`config.mk`:
```
export PLATFORM = sky130hd
export DESIGN_NAME = tw_timer8
export DESIGN_NICKNAME = d
export VERILOG_FILES = /design/src/inc/tw_pkg.sv /design/src/logic/tw_prescaler.sv /design/src/logic/tw_timer8.sv
export SDC_FILE = /design/constraint.sdc
export NUM_CORES = 1
export LEC_CHECK = 0
export BUFFER_PORTS_ARGS = -buffer_cell sky130_fd_sc_hd__buf_4
export CAP_MARGIN = 20
export CORE_ASPECT_RATIO = 1.5
export CORE_UTILIZATION = 55
export DETAILED_ROUTE_END_ITERATION = 12
export PLACE_DENSITY = 0.78
export SYNTH_ARGS = -nofsm -noshare
export SYNTH_HDL_FRONTEND = slang
export SYNTH_HIERARCHICAL = 1
export SYNTH_SLANG_ARGS = --single-unit
```
`constraint.sdc`:
```
create_clock -name aclk -period 4.3 [get_ports aclk]
set_input_delay 0.645 -clock aclk [delete_from_list [all_inputs] [get_ports aclk]]
set_output_delay 0.645 -clock aclk [all_outputs]
set_load 0.01 [all_outputs]
```
`src/inc/tw_pkg.sv`:
```
// shared constants and types of the 8-bit waveform timer
// assumes one clock domain and an AXI4-Lite register slave in front of the timer
package tw_pkg;

  // register byte offsets on the AXI4-Lite bus
  localparam logic [7:0] ADDR_CTRL  = 8'h00;
  localparam logic [7:0] ADDR_COUNT = 8'h04;
  localparam logic [7:0] ADDR_CMP_A = 8'h08;
  localparam logic [7:0] ADDR_CMP_B = 8'h0C;
  localparam logic [7:0] ADDR_FLAGS = 8'h10;
  localparam logic [7:0] ADDR_DIR   = 8'h14;

  // bus responses
  localparam logic [1:0] RESP_OKAY   = 2'h0;
  localparam logic [1:0] RESP_SLVERR = 2'h2;

  // waveform mode codes
  localparam logic [2:0] WGM_NORMAL   = 3'h0;
  localparam logic [2:0] WGM_PHASE_FF = 3'h1;
  localparam logic [2:0] WGM_CTC      = 3'h2;
  localparam logic [2:0] WGM_FAST_FF  = 3'h3;
  localparam logic [2:0] WGM_PHASE_CA = 3'h5;
  localparam logic [2:0] WGM_FAST_CA  = 3'h7;

  // channel output modes
  localparam logic [1:0] COM_OFF    = 2'h0;
  localparam logic [1:0] COM_TOGGLE = 2'h1;
  localparam logic [1:0] COM_CLEAR  = 2'h2;
  localparam logic [1:0] COM_SET    = 2'h3;

  // counter extremes
  localparam logic [7:0] COUNT_MAX    = 8'hFF;
  localparam logic [7:0] COUNT_BOTTOM = 8'h00;

  // prescaler masks: divide by mask+1
  localparam logic [9:0] DIV_MASK_1    = 10'h000;
  localparam logic [9:0] DIV_MASK_8    = 10'h007;
  localparam logic [9:0] DIV_MASK_32   = 10'h01F;
  localparam logic [9:0] DIV_MASK_64   = 10'h03F;
  localparam logic [9:0] DIV_MASK_128  = 10'h07F;
  localparam logic [9:0] DIV_MASK_256  = 10'h0FF;
  localparam logic [9:0] DIV_MASK_1024 = 10'h3FF;

  // bit positions in the flag register
  localparam int FLAG_OVF   = 0;
  localparam int FLAG_CMP_A = 1;
  localparam int FLAG_CMP_B = 2;

  // reset values
  localparam logic [7:0] CMP_RST = 8'h00;
  localparam logic [1:0] DIR_RST = 2'h0;
  localparam logic [2:0] FLG_RST = 3'h0;

  // control register layout, bit 0 upward: mode, com a, com b, clock select
  typedef struct packed {
    logic [2:0] clk_sel;
    logic [1:0] com_b;
    logic [1:0] com_a;
    logic [2:0] wgm;
  } tw_ctrl_t;

  localparam tw_ctrl_t CTRL_RST = '0;

  // counting behaviour, one-hot
  typedef enum logic [3:0] {
    MODE_NORMAL = 4'b0001,
    MODE_CTC    = 4'b0010,
    MODE_FAST   = 4'b0100,
    MODE_PHASE  = 4'b1000
  } tw_mode_t;

endpackage

```
`src/logic/tw_prescaler.sv`:
```
// timer clock prescaler: one-cycle tick every N bus clocks
// assumes clk_sel comes from a register in the same clock domain
`timescale 1ns/1ns
module tw_prescaler (
  input  wire logic       aclk,
  input  wire logic       aresetn,
  input  wire logic [2:0] clk_sel,
  output logic            tick
);

  logic [9:0] div_cnt_q;
  logic [9:0] mask;
  logic       run;

  // select 0 stops the timer
  always_comb begin
    run  = 1'b1;
    mask = tw_pkg::DIV_MASK_1;
    case (clk_sel)
      3'h0: run  = 1'b0;
      3'h1: mask = tw_pkg::DIV_MASK_1;
      3'h2: mask = tw_pkg::DIV_MASK_8;
      3'h3: mask = tw_pkg::DIV_MASK_32;
      3'h4: mask = tw_pkg::DIV_MASK_64;
      3'h5: mask = tw_pkg::DIV_MASK_128;
      3'h6: mask = tw_pkg::DIV_MASK_256;
      default: mask = tw_pkg::DIV_MASK_1024;
    endcase
  end

  // free-running divider; a change of factor may shorten the first period
  always_ff @(posedge aclk) begin
    if (!aresetn) begin
      div_cnt_q <= 10'h000;
      tick      <= 1'b0;
    end else begin
      div_cnt_q <= div_cnt_q + 10'h001;
      tick      <= run && ((div_cnt_q & mask) == mask);
    end
  end

endmodule // tw_prescaler

```
`src/logic/tw_timer8.sv`:
```
// 8-bit timer with clear-on-match, fast pwm and phase-correct pwm waveforms
// assumes an AXI4-Lite master on aclk and port pins driven from the wave outputs
//
// How it works
// - mode 2 clears the count when it equals compare a, setting top
// - clear-on-match mode writes compare a straight into the active value
// - compare a written below the count is missed until wrap from 0xFF to 0x00
// - clear-on-match with output mode 1 toggles wave a on each match
// - clear-on-match sets the compare a flag whenever the count hits top
// - clear-on-match sets overflow only when count goes from max to 0x00
// - modes 3 and 7 count up to top, 0xFF or compare a, then restart
// - fast pwm clears the count one timer tick after it equals top
// - fast pwm mode two clears on match, sets at bottom; three the reverse
// - fast pwm sets overflow each time the count reaches top
// - fast pwm keeps compare writes in a buffer, not the active value
// - fast pwm with output mode 1 toggles the wave on each match
// - fast pwm compare zero gives narrow pulses; compare max a constant level
// - modes 1 and 5 count up to top then down to zero, repeating
// - phase-correct turns at top, holding top for exactly one tick
// - phase-correct non-inverting clears on up match, sets on down match
// - phase-correct sets overflow each time the count reaches zero
// - phase-correct compare zero gives constant low, max constant high
// - phase-correct at max acts as down match; leaving max moves at period start
// - phase-correct start above compare misses the up-count match and its transition
// - a wave reaches its pin only while the pin direction is output
// - the counter runs at the bus clock divided by 1,8,32,64,128,256,1024
// - pwm modes load buffered compare values only at top or bottom
// - output mode 0 leaves the wave unchanged on a match
//
// Register access over AXI4-Lite and the register offsets were left to the implementer.
`timescale 1ns/1ns
module tw_timer8 (
  input  wire logic        aclk,
  input  wire logic        aresetn,
  input  wire logic [7:0]  s_axi_awaddr,
  input  wire logic        s_axi_awvalid,
  output logic             s_axi_awready,
  input  wire logic [31:0] s_axi_wdata,
  input  wire logic [3:0]  s_axi_wstrb,
  input  wire logic        s_axi_wvalid,
  output logic             s_axi_wready,
  output logic [1:0]       s_axi_bresp,
  output logic             s_axi_bvalid,
  input  wire logic        s_axi_bready,
  input  wire logic [7:0]  s_axi_araddr,
  input  wire logic        s_axi_arvalid,
  output logic             s_axi_arready,
  output logic [31:0]      s_axi_rdata,
  output logic [1:0]       s_axi_rresp,
  output logic             s_axi_rvalid,
  input  wire logic        s_axi_rready,
  output logic             wave_out_a,
  output logic             wave_out_a_oe,
  output logic             wave_out_b,
  output logic             wave_out_b_oe
);

  // new output level after an action; lvl is what a non-inverting match gives
  function automatic logic wave_act(input logic [1:0] com, input logic cur,
                                    input logic lvl);
    case (com)
      tw_pkg::COM_TOGGLE: wave_act = ~cur;
      tw_pkg::COM_CLEAR:  wave_act = lvl;
      tw_pkg::COM_SET:    wave_act = ~lvl;
      default:            wave_act = cur;
    endcase
  endfunction

  // byte-lane merge of a bus write into a register image
  function automatic logic [31:0] lane_merge(input logic [31:0] old,
                                             input logic [31:0] nw,
                                             input logic [3:0]  strb);
    for (int b = 0; b < 4; b++) begin
      lane_merge[8*b +: 8] = strb[b] ? nw[8*b +: 8] : old[8*b +: 8];
    end
  endfunction

  tw_pkg::tw_ctrl_t ctrl_q;
  tw_pkg::tw_mode_t mode;
  logic [7:0]  cnt_q;
  logic [7:0]  cnt_d;
  logic        up_q;
  logic        up_d;
  logic [7:0]  cmp_act_q [2];
  logic [7:0]  cmp_buf_q [2];
  logic [1:0]  com [2];
  logic [1:0]  match;
  logic [1:0]  wave_q;
  logic [1:0]  dir_q;
  logic [2:0]  flags_q;
  logic        block_q;
  logic        tick;
  logic [7:0]  top;
  logic        at_top;
  logic        pwm;
  logic        load_buf;
  logic        ovf_set;

  // bus-side signals
  logic        aw_hold_q;
  logic        w_hold_q;
  logic [7:0]  awaddr_q;
  logic [31:0] wdata_q;
  logic [3:0]  wstrb_q;
  logic        do_write;
  logic [31:0] wr_ctrl;
  logic [31:0] wr_count;
  logic [31:0] wr_cmp_a;
  logic [31:0] wr_cmp_b;
  logic [31:0] wr_flags;
  logic [31:0] wr_dir;

  tw_prescaler u_prescaler (
    .aclk    (aclk),
    .aresetn (aresetn),
    .clk_sel (ctrl_q.clk_sel),
    .tick    (tick)
  );

  // mode decode; unlisted codes behave like the plain free-running counter
  always_comb begin
    case (ctrl_q.wgm)
      tw_pkg::WGM_CTC:      mode = tw_pkg::MODE_CTC;
      tw_pkg::WGM_FAST_FF:  mode = tw_pkg::MODE_FAST;
      tw_pkg::WGM_FAST_CA:  mode = tw_pkg::MODE_FAST;
      tw_pkg::WGM_PHASE_FF: mode = tw_pkg::MODE_PHASE;
      tw_pkg::WGM_PHASE_CA: mode = tw_pkg::MODE_PHASE;
      default:              mode = tw_pkg::MODE_NORMAL;
    endcase
  end

  // top: compare a in clear-on-match and in the high pwm codes, else max
  assign pwm    = (mode == tw_pkg::MODE_FAST) || (mode == tw_pkg::MODE_PHASE);
  assign top    = (mode == tw_pkg::MODE_CTC) || (pwm && ctrl_q.wgm[2]) ?
                  cmp_act_q[0] : tw_pkg::COUNT_MAX;
  assign at_top = (cnt_q == top);
  assign com[0] = ctrl_q.com_a;
  assign com[1] = ctrl_q.com_b;

  // a count write hides matches for the following timer tick
  assign match[0] = (cnt_q == cmp_act_q[0]) && !block_q;
  assign match[1] = (cnt_q == cmp_act_q[1]) && !block_q;

  // next count and direction for one timer tick
  always_comb begin
    cnt_d = cnt_q + 8'h01;
    up_d  = 1'b1;
    case (mode)
      tw_pkg::MODE_CTC: begin
        // a missed match simply wraps through 0xFF to 0x00
        if (match[0]) cnt_d = tw_pkg::COUNT_BOTTOM;
      end
      tw_pkg::MODE_FAST: begin
        if (at_top) cnt_d = tw_pkg::COUNT_BOTTOM;
      end
      tw_pkg::MODE_PHASE: begin
        up_d = up_q;
        if (up_q) begin
          if (at_top) begin
            // top is shown for one tick, then the slope turns
            up_d  = 1'b0;
            cnt_d = (top == tw_pkg::COUNT_BOTTOM) ? top : cnt_q - 8'h01;
          end
        end else if (cnt_q == tw_pkg::COUNT_BOTTOM) begin
          up_d  = 1'b1;
          cnt_d = (top == tw_pkg::COUNT_BOTTOM) ? cnt_q : cnt_q + 8'h01;
        end else begin
          cnt_d = cnt_q - 8'h01;
        end
      end
      default: cnt_d = cnt_q + 8'h01;
    endcase
  end

  // counter, direction and match blocking
  always_ff @(posedge aclk) begin
    if (!aresetn) begin
      cnt_q   <= tw_pkg::COUNT_BOTTOM;
      up_q    <= 1'b1;
      block_q <= 1'b0;
    end else if (|wr_count) begin
      cnt_q   <= wdata_q[7:0];
      block_q <= 1'b1;
    end else if (tick) begin
      cnt_q   <= cnt_d;
      up_q    <= up_d;
      block_q <= 1'b0;
    end
  end

  // pwm buffers move to the active compare at top (fast: the wrap to bottom)
  assign load_buf = tick && ((mode == tw_pkg::MODE_FAST && at_top) ||
                             (mode == tw_pkg::MODE_PHASE && up_q && at_top));

  // overflow event per mode
  always_comb begin
    case (mode)
      tw_pkg::MODE_FAST:  ovf_set = tick && at_top;
      tw_pkg::MODE_PHASE: ovf_set = tick && (cnt_d == tw_pkg::COUNT_BOTTOM) &&
                                    (cnt_q != tw_pkg::COUNT_BOTTOM);
      default:            ovf_set = tick && (cnt_q == tw_pkg::COUNT_MAX);
    endcase
  end

  // sticky flags; a set in the cycle of a clear wins
  always_ff @(posedge aclk) begin
    if (!aresetn) begin
      flags_q <= tw_pkg::FLG_RST;
    end else begin
      flags_q[tw_pkg::FLAG_OVF] <= ovf_set ||
        (flags_q[tw_pkg::FLAG_OVF] && !wr_flags[tw_pkg::FLAG_OVF]);
      flags_q[tw_pkg::FLAG_CMP_A] <= (tick && match[0]) ||
        (flags_q[tw_pkg::FLAG_CMP_A] && !wr_flags[tw_pkg::FLAG_CMP_A]);
      flags_q[tw_pkg::FLAG_CMP_B] <= (tick && match[1]) ||
        (flags_q[tw_pkg::FLAG_CMP_B] && !wr_flags[tw_pkg::FLAG_CMP_B]);
    end
  end

  // per-channel compare storage and wave state
  for (genvar i = 0; i < 2; i++) begin : g_chan
    logic [31:0] wr_cmp;
    logic        bottom_hit;
    assign wr_cmp     = (i == 0) ? wr_cmp_a : wr_cmp_b;
    assign bottom_hit = (cnt_q == tw_pkg::COUNT_BOTTOM);

    // compare buffer and active value
    always_ff @(posedge aclk) begin
      if (!aresetn) begin
        cmp_buf_q[i] <= tw_pkg::CMP_RST;
        cmp_act_q[i] <= tw_pkg::CMP_RST;
      end else if (|wr_cmp) begin
        cmp_buf_q[i] <= wdata_q[7:0];
        if (!pwm) cmp_act_q[i] <= wdata_q[7:0];
      end else if (load_buf) begin
        cmp_act_q[i] <= cmp_buf_q[i];
      end else if (!pwm) begin
        cmp_act_q[i] <= cmp_buf_q[i];
      end
    end

    // wave state; output mode 0 falls through wave_act unchanged
    always_ff @(posedge aclk) begin
      if (!aresetn) begin
        wave_q[i] <= 1'b0;
      end else if (tick) begin
        case (mode)
          tw_pkg::MODE_FAST: begin
            // bottom action wins so a compare at top gives a steady level
            if (at_top && com[i][1]) begin
              wave_q[i] <= wave_act(com[i], wave_q[i], 1'b1);
            end else if (match[i]) begin
              wave_q[i] <= wave_act(com[i], wave_q[i], 1'b0);
            end
          end
          tw_pkg::MODE_PHASE: begin
            if (match[i]) begin
              // a match at top counts as downward, at bottom as upward
              if (bottom_hit || (up_q && !at_top)) begin
                wave_q[i] <= wave_act(com[i], wave_q[i], 1'b0);
              end else begin
                wave_q[i] <= wave_act(com[i], wave_q[i], 1'b1);
              end
            end else if (bottom_hit && com[i][1]) begin
              // period start: restore the pre-match level for symmetry
              wave_q[i] <= wave_act(com[i], wave_q[i], 1'b1);
            end
          end
          default: begin
            if (match[i]) begin
              wave_q[i] <= wave_act(com[i], wave_q[i], 1'b0);
            end
          end
        endcase
      end
    end
  end

  // pins: wave shows only with output direction and a non-zero output mode
  always_ff @(posedge aclk) begin
    if (!aresetn) begin
      wave_out_a    <= 1'b0;
      wave_out_a_oe <= 1'b0;
      wave_out_b    <= 1'b0;
      wave_out_b_oe <= 1'b0;
    end else begin
      wave_out_a    <= dir_q[0] && (com[0] != tw_pkg::COM_OFF) && wave_q[0];
      wave_out_a_oe <= dir_q[0];
      wave_out_b    <= dir_q[1] && (com[1] != tw_pkg::COM_OFF) && wave_q[1];
      wave_out_b_oe <= dir_q[1];
    end
  end

  // control and direction registers
  always_ff @(posedge aclk) begin
    if (!aresetn) begin
      ctrl_q <= tw_pkg::CTRL_RST;
      dir_q  <= tw_pkg::DIR_RST;
    end else begin
      if (|wr_ctrl) ctrl_q <= wr_ctrl[$bits(tw_pkg::tw_ctrl_t)-1:0];
      if (|wr_dir)  dir_q  <= wr_dir[1:0];
    end
  end

  // write address and data are taken in either order; response after both
  assign do_write = aw_hold_q && w_hold_q && !s_axi_bvalid;

  // decoded write strobes: control carries merged data, flags and direction lane-0 bits, count and compare a lane-0 flag; zero when not addressed
  always_comb begin
    wr_ctrl  = 32'h0000_0000;
    wr_count = 32'h0000_0000;
    wr_cmp_a = 32'h0000_0000;
    wr_cmp_b = 32'h0000_0000;
    wr_flags = 32'h0000_0000;
    wr_dir   = 32'h0000_0000;
    if (do_write) begin
      if (awaddr_q == tw_pkg::ADDR_CTRL) begin
        wr_ctrl = lane_merge({22'h000000, ctrl_q}, wdata_q, wstrb_q);
        wr_ctrl = {1'b1, 21'h00000, wr_ctrl[9:0]}; // top bit marks a write of zero
      end else if (awaddr_q == tw_pkg::ADDR_COUNT) begin
        wr_count = {31'h00000000, wstrb_q[0]};
      end else if (awaddr_q == tw_pkg::ADDR_CMP_A) begin
        wr_cmp_a = {31'h00000000, wstrb_q[0]};
      end else if (awaddr_q == tw_pkg::ADDR_CMP_B) begin
        wr_cmp_b = {31'h00000000, wstrb_q[0]};
      end else if (awaddr_q == tw_pkg::ADDR_FLAGS) begin
        wr_flags = wstrb_q[0] ? {29'h00000000, wdata_q[2:0]} : 32'h0000_0000;
      end else if (awaddr_q == tw_pkg::ADDR_DIR) begin
        wr_dir = wstrb_q[0] ? {30'h00000000, wdata_q[1:0]} | 32'h8000_0000
                            : 32'h0000_0000;
      end
    end
  end

  // write channels: one write in flight, readies drop until the response is taken
  always_ff @(posedge aclk) begin
    if (!aresetn) begin
      s_axi_awready <= 1'b0;
      s_axi_wready  <= 1'b0;
      s_axi_bvalid  <= 1'b0;
      s_axi_bresp   <= tw_pkg::RESP_OKAY;
      aw_hold_q     <= 1'b0;
      w_hold_q      <= 1'b0;
      awaddr_q      <= 8'h00;
      wdata_q       <= 32'h0000_0000;
      wstrb_q       <= 4'h0;
    end else begin
      if (!aw_hold_q && !s_axi_bvalid) s_axi_awready <= 1'b1;
      if (!w_hold_q && !s_axi_bvalid)  s_axi_wready  <= 1'b1;
      if (s_axi_awvalid && s_axi_awready) begin
        awaddr_q      <= s_axi_awaddr;
        aw_hold_q     <= 1'b1;
        s_axi_awready <= 1'b0;
      end
      if (s_axi_wvalid && s_axi_wready) begin
        wdata_q      <= s_axi_wdata;
        wstrb_q      <= s_axi_wstrb;
        w_hold_q     <= 1'b1;
        s_axi_wready <= 1'b0;
      end
      if (do_write) begin
        aw_hold_q    <= 1'b0;
        w_hold_q     <= 1'b0;
        s_axi_bvalid <= 1'b1;
        if (awaddr_q == tw_pkg::ADDR_CTRL || awaddr_q == tw_pkg::ADDR_COUNT ||
            awaddr_q == tw_pkg::ADDR_CMP_A || awaddr_q == tw_pkg::ADDR_CMP_B ||
            awaddr_q == tw_pkg::ADDR_FLAGS || awaddr_q == tw_pkg::ADDR_DIR) begin
          s_axi_bresp <= tw_pkg::RESP_OKAY;
        end else begin
          s_axi_bresp <= tw_pkg::RESP_SLVERR;
        end
      end else if (s_axi_bvalid && s_axi_bready) begin
        s_axi_bvalid <= 1'b0;
      end
    end
  end

  // read channel: data registered at the address handshake
  always_ff @(posedge aclk) begin
    if (!aresetn) begin
      s_axi_arready <= 1'b0;
      s_axi_rvalid  <= 1'b0;
      s_axi_rdata   <= 32'h0000_0000;
      s_axi_rresp   <= tw_pkg::RESP_OKAY;
    end else if (s_axi_arvalid && s_axi_arready) begin
      s_axi_arready <= 1'b0;
      s_axi_rvalid  <= 1'b1;
      s_axi_rresp   <= tw_pkg::RESP_OKAY;
      if (s_axi_araddr == tw_pkg::ADDR_CTRL) begin
        s_axi_rdata <= {22'h000000, ctrl_q};
      end else if (s_axi_araddr == tw_pkg::ADDR_COUNT) begin
        s_axi_rdata <= {24'h000000, cnt_q};
      end else if (s_axi_araddr == tw_pkg::ADDR_CMP_A) begin
        s_axi_rdata <= {24'h000000, cmp_buf_q[0]};
      end else if (s_axi_araddr == tw_pkg::ADDR_CMP_B) begin
        s_axi_rdata <= {24'h000000, cmp_buf_q[1]};
      end else if (s_axi_araddr == tw_pkg::ADDR_FLAGS) begin
        s_axi_rdata <= {29'h00000000, flags_q};
      end else if (s_axi_araddr == tw_pkg::ADDR_DIR) begin
        s_axi_rdata <= {30'h00000000, dir_q};
      end else begin
        s_axi_rdata <= 32'h0000_0000;
        s_axi_rresp <= tw_pkg::RESP_SLVERR;
      end
    end else if (s_axi_rvalid && s_axi_rready) begin
      s_axi_rvalid  <= 1'b0;
      s_axi_arready <= 1'b1;
    end else if (!s_axi_rvalid) begin
      s_axi_arready <= 1'b1;
    end
  end

endmodule // tw_timer8

```
After elaboration in Yosys (flattened, before gate mapping)
Memories as Yosys holds them, arrays and structs flattened.
Index checks and enable logic that the tools add are counted.
{"block": "classes", "bitwise_logic": 13, "n_eq_ne": 38, "add_sub_neg": 3, "muxes": 123, "n_reduce_logical": 82}
{"op": "32-bit 2-to-1 mux", "n": 10}
{"op": "8-bit 2-to-1 mux", "n": 22}
{"op": "32-bit OR reduction", "n": 5}
{"op": "1-bit 2-to-1 mux", "n": 63}
{"op": "10-bit one-hot mux with 6 select lines", "n": 1}
{"op": "8-bit logical NOT", "n": 5}
{"op": "1-bit logical AND", "n": 35}
{"op": "8-bit by 4-bit equality test with 1-bit output, second input constant", "n": 4}
{"op": "8-bit by 5-bit equality test with 1-bit output, second input constant", "n": 4}
{"op": "8-bit equality test", "n": 3}
{"op": "3-bit 2-to-1 mux", "n": 8}
{"op": "8-bit one-hot mux with 3 select lines", "n": 1}
{"op": "2-bit 2-to-1 mux", "n": 9}
{"op": "8-bit by 3-bit equality test with 1-bit output, second input constant", "n": 2}
{"op": "3-bit equality test, second input constant", "n": 5}
{"op": "2-bit OR reduction", "n": 7}
{"op": "3-bit by 2-bit equality test with 1-bit output, second input constant", "n": 4}
{"op": "1-bit logical OR", "n": 12}
{"op": "1-bit one-hot mux with 3 select lines", "n": 4}
{"op": "4-bit one-hot mux with 3 select lines", "n": 1}
{"op": "10-bit by 1-bit adder with 10-bit output, second input constant", "n": 1}
{"op": "10-bit bitwise AND", "n": 1}
{"op": "10-bit equality test", "n": 1}
{"op": "10-bit 2-to-1 mux", "n": 1}
{"op": "other kinds (19)", "n": 50}
{"block": "totals", "ff_bits": 105, "mem_count": 2, "out_inout_bits": 45, "word_cells": 291, "mem_bits_rw": 32, "input_bits": 59}
{"memory": "cmp_act_q", "words": 2, "word_bits": 8, "read_ports": 2, "rd_clocked_by_memory_dff": 0, "write_ports": 2, "line_no": "tw_timer8.sv:84", "source": "logic [7:0] cmp_act_q [2];"}
{"memory": "cmp_buf_q", "words": 2, "word_bits": 8, "read_ports": 2, "rd_clocked_by_memory_dff": 0, "write_ports": 2, "line_no": "tw_timer8.sv:85", "source": "logic [7:0] cmp_buf_q [2];"}

Longest topological paths before layout
Gate-level depths: netlist of run 1.
{"block": "logic_depth", "ltp_word": 18, "mapped_depth": 11}

By module
Netlist of run 1, hierarchy kept.
{"module": "tw_timer8", "instances": 1, "cells_each": 628, "area_each_um2": 5532.8}
{"module": "tw_prescaler", "instances": 1, "cells_each": 55, "area_each_um2": 528.0}

Least setup slack after synthesis of run 1
Ideal clock, no wire load.
{"block": "synth_timing", "kind": "register to register", "from": "register cnt_q[1]", "to": "register flags_q[0]", "path_stages_with_launch": 12, "arrival_time_ns": 2.750, "period_less_slack_ns": 2.867, "required_ns": 4.184, "setup_slack_ns": 1.433, "cell_sequence": "dfxtp_1 buf_2 inv_1 ha_1 or4b_4 or4_1 or4_1 o211ai_2 nor2_1 o22ai_1 nor4b_1 a41o_1"}
{"block": "synth_via", "elab_chain_len": 10, "word_cells_on_any_way": 23, "classes_between": "add/sub (2); eq/ne (3); mux (9); reduce/logical (9)"}
{"item": "start: declaration", "line_no": "tw_timer8.sv:80", "source": "logic [7:0] cnt_q;"}
{"item": "start signal: assignment", "line_no": "tw_timer8.sv:178", "source": "cnt_q <= tw_pkg::COUNT_BOTTOM;"}
{"item": "start signal: assignment", "line_no": "tw_timer8.sv:182", "source": "cnt_q <= wdata_q[7:0];"}
{"item": "start signal: assignment", "line_no": "tw_timer8.sv:185", "source": "cnt_q <= cnt_d;"}
{"item": "8-bit by 1-bit adder with 8-bit output or 8-bit by 1-bit subtractor with 8-bit output (tied branches)"}
{"item": "8-bit 2-to-1 mux (on tied branches)", "line_no": "tw_timer8.sv:166, tw_timer8.sv:162"}
{"item": "8-bit 2-to-1 mux (on tied branches)", "line_no": "tw_timer8.sv:164, tw_timer8.sv:159"}
{"item": "8-bit 2-to-1 mux", "line_no": "tw_timer8.sv:158", "source": "if (up_q) begin"}
{"item": "8-bit one-hot mux with 3 select lines", "line_no": "tw_timer8.sv:148", "source": "case (mode)"}
{"item": "8-bit logical NOT", "line_no": "tw_timer8.sv:199", "source": "tw_pkg::MODE_PHASE: ovf_set = tick && (cnt_d == tw_pkg::COUNT_BOTTOM) &&"}
{"item": "1-bit logical AND (2 in a row)", "line_no": "tw_timer8.sv:199"}
{"item": "1-bit one-hot mux with 2 select lines (*)", "line_no": "tw_timer8.sv:197", "source": "case (mode)"}
{"item": "1-bit logical OR (*)", "line_no": "tw_timer8.sv:210", "source": "flags_q[tw_pkg::FLAG_OVF] <= ovf_set ||"}
{"item": "end signal: indexed assignment", "line_no": "tw_timer8.sv:210"}
{"item": "end signal: indexed assignment", "line_no": "tw_timer8.sv:212", "source": "flags_q[tw_pkg::FLAG_CMP_A] <= (tick && match[0]) ||"}
{"item": "end signal: indexed assignment", "line_no": "tw_timer8.sv:214", "source": "flags_q[tw_pkg::FLAG_CMP_B] <= (tick && match[1]) ||"}
{"item": "end: declaration", "line_no": "tw_timer8.sv:90", "source": "logic [2:0] flags_q;"}
Mark *: on every way between the ends. The rest lies on a longest branch, timed or not.
A chain may end at the register's enable or synchronous reset.

Worst setup path in the final report of run 1
Ends and elaborated chain as after synthesis.

==> metrics.cfg, run 1 <==
[status]
status=complete, no violations

[worst_setup_path]
critPathTopFamily=simple AND/OR/NAND/NOR gates
cp_max_fo=11
critPathArrivalTime_ns=3.68
endpoint_kind=flop
cpMostUsedCell=or4_1
critPathLaunchType=flop
worstPathCellList=inv_1 -> ha_1 -> or4b_4 -> or4_1 -> or4_1 -> o211ai_2 -> nor2_1 -> o22ai_1 -> nor4b_1 -> a41o_1
rr_startpoint=cnt_q[1]
r2r_slack_ns=0.92
slowest_stage=or4b_4
max_stage_delay_ns=0.52
path_class=reg -> reg
r2r-end=flags_q[0]
critPathBufInv=1
ff2ff_path_depth=10
cp.required_ns=4.60

[final_layout]
regArea_um2=2582
fin_nets=784
multi_input_area_um2=3166
n_fill_cell=851
area.growth.synth_to_final_pct=15.92
drive_gt1_share_pct=15.78
diodes=0

[synthesis]
postSynthAreaPerCell_um2=8.874
synth_area_um2=6061
ys_async_sr_fraction_pct=0
ys_seq_area_share_pct=42.61
yosysWarnings=6
yosysTopAreaCell=dfxtp_1
ys_ff_latch=113
synth_ff_type=dfxtp_1
netlist_instances=683
synth.distinct_cells=75
synth_edf_count=32
synthTopCellsByArea=dfxtp_1 27%, edfxtp_1 16%, nand2_1 5.2%
synth_top_area_share_pct=26.75

[worst_hold_path]
hp-start=wstrb_q[1]
hold_class=reg -> reg
worstHoldPathCells=2
hold_end=wstrb_q[1]

[cts]
clk_pin_slew_ns=0.05
cts_tree=yes
cts_made_buffers=17
clock_sinks=113
cts_resized=0
insertion_delay_ns=0.41
post-cts-setup-buffer-count=0
h-tree-depth=4
clockBufferDepth=2
ctsHoldBuffers=0
cts_root_buf=clkbuf_16

[global_routing]
grt.total_usage_pct=30.15
grt_start_max_net_pins=49
grt_pass1_wl_mm=25.93
antenna_found_initial=0
grt_overflow_total=0
grt_pass1_vias=5297

[timing]
slew_headroom_pct=32.44
layout_setup_ws_ns=0.9249
rsz0062_at_grt=false
fin_crit_ns=3.375
whs_ns=0.4478
skew_ns=0.005222
slew_violations=0
clock.fmax_ghz=0.2963
period_share_pct=78.49
setup_viol=0
finalSetupTns_ns=0
hold_viol_final=0
worst_pin_slew_ns=1.010

[pwr]
leakage_nw=2.804
p_total_mw=2.704
vdd_drop_max_v=0.0002965
power_density_nw_per_um2=384.8

[route]
dr.pass1.iters=5
drc=0
drt_wl_total_mm=16.70
wl_per_cell_um=19.00
num_vias=5478
vias_per_cell=6.232
drtAntennaViolNets=0
drtIter0Drc=381

[floorplan]
ios=104
die_area_um2=11450
die_x_um=87.71
rows=46
fp.dieH_um=130.6
start_util_pct=56.92
core_um2=10650

[place]
portBuffers=55
place.gp.congestion=0.9976
hpwl_mm=11.50
dp_slack_ns=1.008

[job]
maxCapViolations=0

-- cell usage after synthesis (all sizes together), types with 10 or more instances --
cell and n:
nand2 85, dfxtp 81, nor2 49, a21oi 45
buf 33, clkbuf 33, edfxtp 32, o21ai 29
mux2i 22, and2 20, xnor2 20, nand3 18
nor3 15, inv 13, a22o 12, and3 11
a221oi 10, o211ai 10
-- registers in the layout, indices dropped and copies added, names as in the netlist, 2 cells and up --
name                   cells
awaddr_q                   8
cmp_act_q                 16
cmp_buf_q                 16
cnt_q                      8
com                        4
ctrl_q                     6
dir_q                      2
flags_q                    3
s_axi_rdata               10
u_prescaler/div_cnt_q     10
wave_q                     2
wdata_q                   10
wstrb_q                    2
-- placed cells by master (no fill, tap or decap), types with 7 or more instances in the layout --
master	instances
edfxtp_1	32
nand2b_1	8
nand2_1	84
xnor2_1	20
mux2i_1	22
o211ai_1	9
inv_1	13
o31ai_1	7
a221oi_1	10
nor2_1	49
xor2_1	9
dfxtp_1	81
clkbuf_16	19
a31oi_1	8
or4_1	7
nand3_1	18
o21ai_0	27
a21oi_1	45
a22o_1	12
buf_4	63
and2_1	20
and3_1	11
or2_2	7
conb_1	24
nor3_1	15
nor3b_1	7
o21a_1	7
-- metal layers --
metal	vias to the layer above	routed length (um)	GRT usage [%]
met4	0	1105	19.77
met3	89	1189	7.412
met1	2595	5786	31.12
met2	291	8620	53.49
met5	-	0	0
li1	2503	-	-
-- cells by family (layout without fill, tap and decap cells) --
kind of cell / Yosys count / in the layout / synth area share (%)
buf+inv: 79 / 108 / 6.585
other cells: 1 / 24 / 0.06187
xor+xnor: 29 / 29 / 4.191
fa+ha+maj: 3 / 3 / 0.6194
mux: 28 / 28 / 4.996
simple gates: 260 / 260 / 21.88
compound gates: 170 / 170 / 19.05
flops: 113 / 113 / 42.61
-- layout make-up --
class	instances	share of cell area, %
repair buffers	63	6.732
well taps	144	2.565
multi-input cells	514	45.06
clock inverters	8	1.015
inverters	13	0.6946
flip-flops and latches	113	36.76
clock buffers	24	7.177
-- how the worst max path moves through the flow --
stage,startpoint,endpoint,slack [ns],depth (start not counted)
2_1_floorplan,cnt_q[1],flags_q[0],1.43,11
3_3_place_gp,cnt_q[1],flags_q[0],1.09,10
3_5_place_dp,cnt_q[1],flags_q[0],1.01,10
4_1_cts,cnt_q[1],flags_q[0],1.00,10
5_1_grt,cnt_q[2],cmp_act_q[0][4],0.76,6
6_report,cnt_q[1],flags_q[0],0.92,10
-- worst register-to-register path: stages (launching register included) --
cell	delay, ns
dfxtp_1	0.43
inv_1	0.18
ha_1	0.32
or4b_4	0.52
or4_1	0.42
or4_1	0.49
o211ai_2	0.19
nor2_1	0.16
o22ai_1	0.24
nor4b_1	0.09
a41o_1	0.23
-- per-stage QoR --
stage	util, %	instances	instance area, um2
CTS	65.98	879	7025
detailed placement	60.58	847	6450
finish	65.98	879	7025
global placement	60.58	847	6450
global route	65.98	879	7025
floorplan	-	706	6147
-- report_power, final --
group	leakage, nW	switching [mW]	internal [mW]
registers	1.01	0.0385	1.13
clock network	0.285	0.476	0.875
logic	1.51	0.108	0.0797
(Power assumes the default switching activity.)
==> run 2, diff against run 1 <==
==> constraint.sdc (replaced) <==
create_clock -name aclk -period 3.4 [get_ports aclk]
set_input_delay 0.51 -clock aclk [delete_from_list [all_inputs] [get_ports aclk]]
set_output_delay 0.51 -clock aclk [all_outputs]
set_load 0.01 [all_outputs]
==> metrics.cfg, run 2 (synthesis gave the netlist of run 1 again) <==
[status]
status=complete, no violations

[timing]
hold_viol_final=0  ; unchanged
slew_headroom_pct=39.42  ; +7.0 points
fin_crit_ns=3.174  ; -0.2013 ns
finalSetupTns_ns=0  ; unchanged
setup_viol=0  ; unchanged
period_share_pct=93.35  ; +15 points
worst_pin_slew_ns=0.9053  ; -0.1043 ns
rsz0062_at_grt=false
skew_ns=0.01066  ; +0.005434 ns
slew_violations=0  ; unchanged
clock.fmax_ghz=0.3151  ; +6.3%

[final_layout]
largestRegisters=cmp_act_q: 16 flops, cmp_buf_q: 16 flops
drive_gt1_share_pct=18.00  ; +2.2 points
fin_nets=799  ; +1.9%
diodes=0  ; unchanged
layout_common_cells=84 x nand2_1, 81 x dfxtp_1, 78 x buf_4
area.growth.synth_to_final_pct=18.29
n_fill_cell=852  ; +0.12%
final_common_cell=nand2_1
final_cells=894  ; +1.7%

[floorplan]
fp.dieH_um=130.6  ; unchanged
rows=46  ; unchanged
die_x_um=87.71  ; unchanged
start_util_pct=56.92  ; unchanged
die_area_um2=11450  ; unchanged
ios=104  ; unchanged
core_um2=10650  ; unchanged

[pwr]
pwr-share-seq_pct=42.1  ; -1.0 points
p_total_mw=3.487  ; +29%
leakage_nw=2.901  ; +3.5%
power.internal_mw=2.683  ; +29%
power_density_nw_per_um2=486.4  ; +26%
clock_power_share_pct=50.9  ; +0.9 points
vdd_drop_max_v=0.0003607  ; +22%
power_frac_comb_pct=7.1  ; +0.2 points
switching_power_mw=0.8040  ; +29%
p_sw_share_pct=23.06  ; +0.028 points

[global_routing]
grt_overflow_total=0  ; unchanged
grt.total_usage_pct=30.60  ; +0.45 points
grt_start_max_net_pins=50  ; +2.0%
grt_pass1_vias=5381  ; +1.6%
antenna_found_initial=0  ; unchanged
grt_pass1_wl_mm=26.22  ; +1.1%

[place]
dp.cells=862  ; +1.8%
portBuffers=55  ; unchanged
hpwl_mm=11.79  ; +2.6%
place.gp.congestion=0.9753  ; -2.2%

[route]
drtIter0Drc=338  ; -11%
drc=0  ; unchanged
num_vias=5491  ; +0.24%
vias_per_cell=6.142  ; -1.4%
drtAntennaViolNets=0  ; unchanged
dr.pass1.iters=6  ; +1
drt_wl_total_mm=16.62  ; -0.52%
wl_per_cell_um=18.59  ; -2.2%

[worst_setup_path]
cp_max_fo=6  ; -5
critPathArrivalTime_ns=3.47  ; -0.21 ns
cpMostUsedCell=or4_1
path_class=reg -> reg
worstPathCellList=inv_1 -> ha_1 -> or4b_4 -> or4_1 -> or4_1 -> o211ai_2 -> nor2_1 -> o22ai_1 -> nor4b_1 -> a41o_1
cp.required_ns=3.69  ; -0.91 ns
max_stage_delay_ns=0.51  ; about the same
critPathLaunchType=flop
slowest_stage=or4b_4
endpoint_kind=flop

[cts]
post-cts-setup-buffer-count=0  ; unchanged
ctsHoldBuffers=0  ; unchanged
cts_made_buffers=17  ; unchanged
insertion_delay_ns=0.41  ; about the same
cts_root_buf=clkbuf_16
cts_tree=yes
clockBufferDepth=2  ; unchanged
clk_pin_slew_ns=0.05  ; about the same
clock_sinks=113  ; unchanged
cts_resized=0  ; unchanged
h-tree-depth=4  ; unchanged

[job]
maxCapViolations=0  ; unchanged

[worst_hold_path]
hold_class=in -> reg

-- run 2: cell count changes in the layout (fill, tap and decap cells not counted), sizes merged --
cell / previous run / this run
buf: 63 / 78
inv: 16 / 19
clkinv: 3 / 2
clkbuf: 24 / 22
-- run 2: cell type report --
type / instances / area (um2) / area share, %
inverter: 13 / 48.80 / 0.6806
timing repair buffer: 78 / 585.6 / 8.168
tap: 144 / 180.2 / 2.513
multi-input combinational: 514 / 3166 / 44.15
clock inverter: 10 / 90.09 / 1.257
sequential: 113 / 2582 / 36.02
clock buffer: 22 / 516.7 / 7.208
-- run 2: through the flow --
| step | worst slack [ns] | util, % | hold WS [ns] | area [um2] |
|---|---|---|---|---|
| final | 0.2262 | 67.33 | 0.3531 | 7169 |
| after floorplan | 0.5333 | - | 0.4315 | 6147 |
| after detailed placement | 0.3081 | 61.63 | 0.4494 | 6563 |
| after CTS | 0.2922 | 67.33 | 0.3428 | 7169 |
| after global placement | 0.4034 | 61.63 | 0.4440 | 6563 |
| after global routing | 0.1248 | 67.33 | 0.3628 | 7169 |
-- run 2: worst paths after layout --
check	startpoint	depth (start not counted)	to	slack (ns)
worst min-delay path	s_axi_wdata[1]	3	wdata_q[1]	0.35
worst min register to register	wstrb_q[1]	2	wstrb_q[1]	0.46
worst max-delay path	cnt_q[0]	10	flags_q[0]	0.23
worst max register to register	cnt_q[0]	10	flags_q[0]	0.23
-- run 2: power groups by stage --
stage / logic, mW / clock network, mW / registers (mW)
final: 0.246 / 1.77 / 1.47
after global routing: 0.273 / 1.84 / 1.47
after CTS: 0.245 / 1.78 / 1.47
after detailed placement: 0.242 / 0 / 1.49
after global placement: 0.234 / 0 / 1.49
after floorplan: 0.177 / 0 / 1.48
-- run 2: routing by layer --
| metal | routed length (um) | share of wire [%] | track usage (%) |
|---|---|---|---|
| met5 | 0 | 0 | 0 |
| met3 | 930 | 5.6 | 5.716 |
| met4 | 1010 | 6.1 | 22.18 |
| met1 | 5835 | 35 | 31.53 |
| met2 | 8838 | 53 | 54.67 |
-- run 2: worst max-delay path, delay by kind of cell, from the launching register on --
| family | cells | cell delay (ns) |
|---|---|---|
| compound gates | 3 | 0.64 |
| buf+inv | 1 | 0.12 |
| simple gates | 5 | 1.71 |
| fa+ha+maj | 1 | 0.29 |
| flops | 1 | 0.31 |
==> run 3, diff against run 2 <==
--- a/config.mk
+++ b/config.mk
@@ -8,9 +8,9 @@
 export BUFFER_PORTS_ARGS = -buffer_cell sky130_fd_sc_hd__buf_4
 export CAP_MARGIN = 20
 export CORE_ASPECT_RATIO = 1.5
-export CORE_UTILIZATION = 55
+export CORE_UTILIZATION = 51
 export DETAILED_ROUTE_END_ITERATION = 12
-export PLACE_DENSITY = 0.78
+export PLACE_DENSITY = 0.76
 export SYNTH_ARGS = -nofsm -noshare
 export SYNTH_HDL_FRONTEND = slang
 export SYNTH_HIERARCHICAL = 1
==> constraint.sdc (replaced) <==
create_clock -name aclk -period 2.55 [get_ports aclk]
set_input_delay 0.3825 -clock aclk [delete_from_list [all_inputs] [get_ports aclk]]
set_output_delay 0.3825 -clock aclk [all_outputs]
set_load 0.01 [all_outputs]
==> metrics.cfg, run 3 (synthesis gave the netlist of run 1 again) <==
[final_layout]
fin_nets=828  ; +3.6%
diodes=0  ; unchanged
n_fill_cell=953  ; +12%
drive_gt1_share_pct=24.26  ; +6.3 points
area.growth.synth_to_final_pct=24.24
final_cells=929  ; +3.9%
layout_common_cells=104 x buf_4, 82 x nand2_1, 79 x dfxtp_1
final_common_cell=buf_4
largestRegisters=cmp_act_q: 16 flops, cmp_buf_q: 16 flops

[place]
portBuffers=55  ; unchanged
hpwl_mm=12.29  ; +4.2%
dp.cells=896  ; +3.9%
place.gp.congestion=0.9547  ; -2.1%

[cts]
h-tree-depth=4  ; unchanged
clock_sinks=113  ; unchanged
cts_root_buf=clkbuf_16
insertion_delay_ns=0.42  ; about the same
clk_pin_slew_ns=0.06  ; about the same
cts_tree=yes
clockBufferDepth=2  ; unchanged
cts_made_buffers=17  ; unchanged

[global_routing]
grt_pass1_vias=5477  ; +1.8%
grt_start_max_net_pins=51  ; +2.0%
grt.total_usage_pct=28.85  ; -1.7 points
antenna_found_initial=0  ; unchanged
grt_pass1_wl_mm=27.12  ; +3.4%
grt_overflow_total=0  ; unchanged

[route]
vias_per_cell=5.956  ; -3.0%
num_vias=5533  ; +0.76%
dr.pass1.iters=5  ; -1
drc=0  ; unchanged
drtIter0Drc=328  ; -3.0%
met2WireLength_mm=9.096  ; +2.9%
top_layer=met4
drtAntennaViolNets=0  ; unchanged
drt-met1-wl_mm=6.278  ; +7.6%
drt_wl_total_mm=17.17  ; +3.3%
wl_met3_um=867  ; -6.8%
wl_per_cell_um=18.48  ; -0.58%

[worst_setup_path]
critPathArrivalTime_ns=2.95  ; -0.52 ns
cp.required_ns=2.89  ; -0.80 ns
r2r_slack_ns=-0.06  ; -0.29 ns
crit_start=cnt_q[0]
critPathBufInv=1  ; unchanged
critPathLaunchType=flop
rr_startpoint=cnt_q[0]
path_class=reg -> reg
r2r-end=cnt_q[5]
critPathTopFamily=simple AND/OR/NAND/NOR gates
slowest_stage=or4b_4
endpoint_kind=flop
cp_max_fo=6  ; unchanged
max_stage_delay_ns=0.45  ; -0.06 ns
worstPathCellList=inv_2 -> ha_4 -> or4b_4 -> or4_1 -> or4_4 -> o211ai_4 -> nor2_4 -> o2111ai_2 -> o211ai_1 -> a21oi_1
ff2ff_path_depth=10  ; unchanged

[timing]
worst_pin_slew_ns=0.5508  ; -0.3545 ns
setup_viol=5  ; +5
rsz0062_at_grt=true
slew_headroom_pct=63.28  ; +24 points
skew_ns=0.008275  ; -0.002381 ns
fin_crit_ns=2.610  ; -0.5637 ns
hold_viol_final=0  ; unchanged
layout_setup_ws_ns=-0.06014  ; -0.2863 ns
period_share_pct=102.4  ; +9.0 points
clock.fmax_ghz=0.3831  ; +22%
finalSetupTns_ns=-0.1243  ; -0.1243 ns
slew_violations=0  ; unchanged

[pwr]
leakage_nw=3.063  ; +5.6%
power_density_nw_per_um2=612.4  ; +26%
vdd_drop_max_v=0.0004565  ; +27%
p_total_mw=4.611  ; +32%

[worst_hold_path]
worstHoldPathCells=3  ; unchanged
hold_end=awaddr_q[1]
hold_class=in -> reg
hp-start=s_axi_awaddr[1]

[status]
violations=setup timing
status=finished with violations

[floorplan]
die_x_um=91.01  ; +3.8%
die_area_um2=12330  ; +7.7%
ios=104  ; unchanged
start_util_pct=52.56  ; -4.4 points
fp.dieH_um=135.5  ; +3.8%
core_um2=11530  ; +8.3%
rows=48  ; +4.3%

[job]
maxCapViolations=0  ; unchanged

==> run 3: changes by cell type in the layout (fill, tap and decap cells not counted), moves of 3 or more <==
cell / change
inv_4: -3
o21ai_0: -4
clkinv_4: +6
buf_6: +3
buf_4: +26
==> run 3: what timing repair did <==
| action | CTS | global route |
|---|---|---|
| hold buffers | 0 | 0 |
| setup endpoints to repair | 23 | 39 |
| pin swaps | 8 | 12 |
| gates resized for setup | 13 | 17 |
| buffers inserted | 0 | 1 |
==> run 3: per-stage QoR <==
step / util (%) / area, um2 / hold slack, ns / setup slack [ns]
global route: 65.30 / 7530 / 0.2175 / -0.1263
CTS: 64.62 / 7451 / 0.2000 / -0.05797
detailed placement: 58.96 / 6799 / 0.4430 / -0.1539
finish: 65.30 / 7530 / 0.2158 / -0.06014
floorplan: - / 6175 / 0.4315 / -0.1409
global placement: 58.96 / 6799 / 0.4436 / -0.1258
==> run 3: worst max path at each step <==
stage                       to  depth (start not counted)  slack [ns]
finish                cnt_q[5]                         10       -0.06
global route          cnt_q[5]                         10       -0.13
CTS                   cnt_q[5]                         10       -0.06
detailed placement    cnt_q[5]                         10       -0.15
global placement    flags_q[0]                         10       -0.13
floorplan           flags_q[0]                         11       -0.14
==> run 3: layout make-up <==
type | count | area, um2 | area share, %
clock buffers | 19 | 464.2 | 6.165
multi-input cells | 514 | 3301 | 43.84
flip-flops and latches | 113 | 2585 | 34.33
inverters | 13 | 51.30 | 0.6813
clock inverters | 13 | 126.4 | 1.678
repair buffers | 107 | 814.5 | 10.82
well taps | 150 | 187.7 | 2.493
==> run 3: routing by layer <==
layer | vias up | global-route usage, %
met5 | - | 0
met4 | 0 | 17.99
met3 | 72 | 5.892
met2 | 219 | 53.16
met1 | 2646 | 29.72
li1 | 2596 | -
==> run 3: tightest hold or removal path, delay by kind of cell <==
kind                   cells  cell delay [ns]
AO/OA/AOI/OAI              1             0.05
buffers and inverters      1             0.11
AND/OR/NAND/NOR            1             0.04
==> run 3: where the power goes <==
group | internal, mW | total (mW) | leakage, nW | switching (mW)
clock | 1.43 | 2.30 | 0.289 | 0.869
combinational | 0.156 | 0.355 | 1.76 | 0.199
sequential | 1.90 | 1.95 | 1.01 | 0.0549
total | 3.49 | 4.61 | 3.06 | 1.12
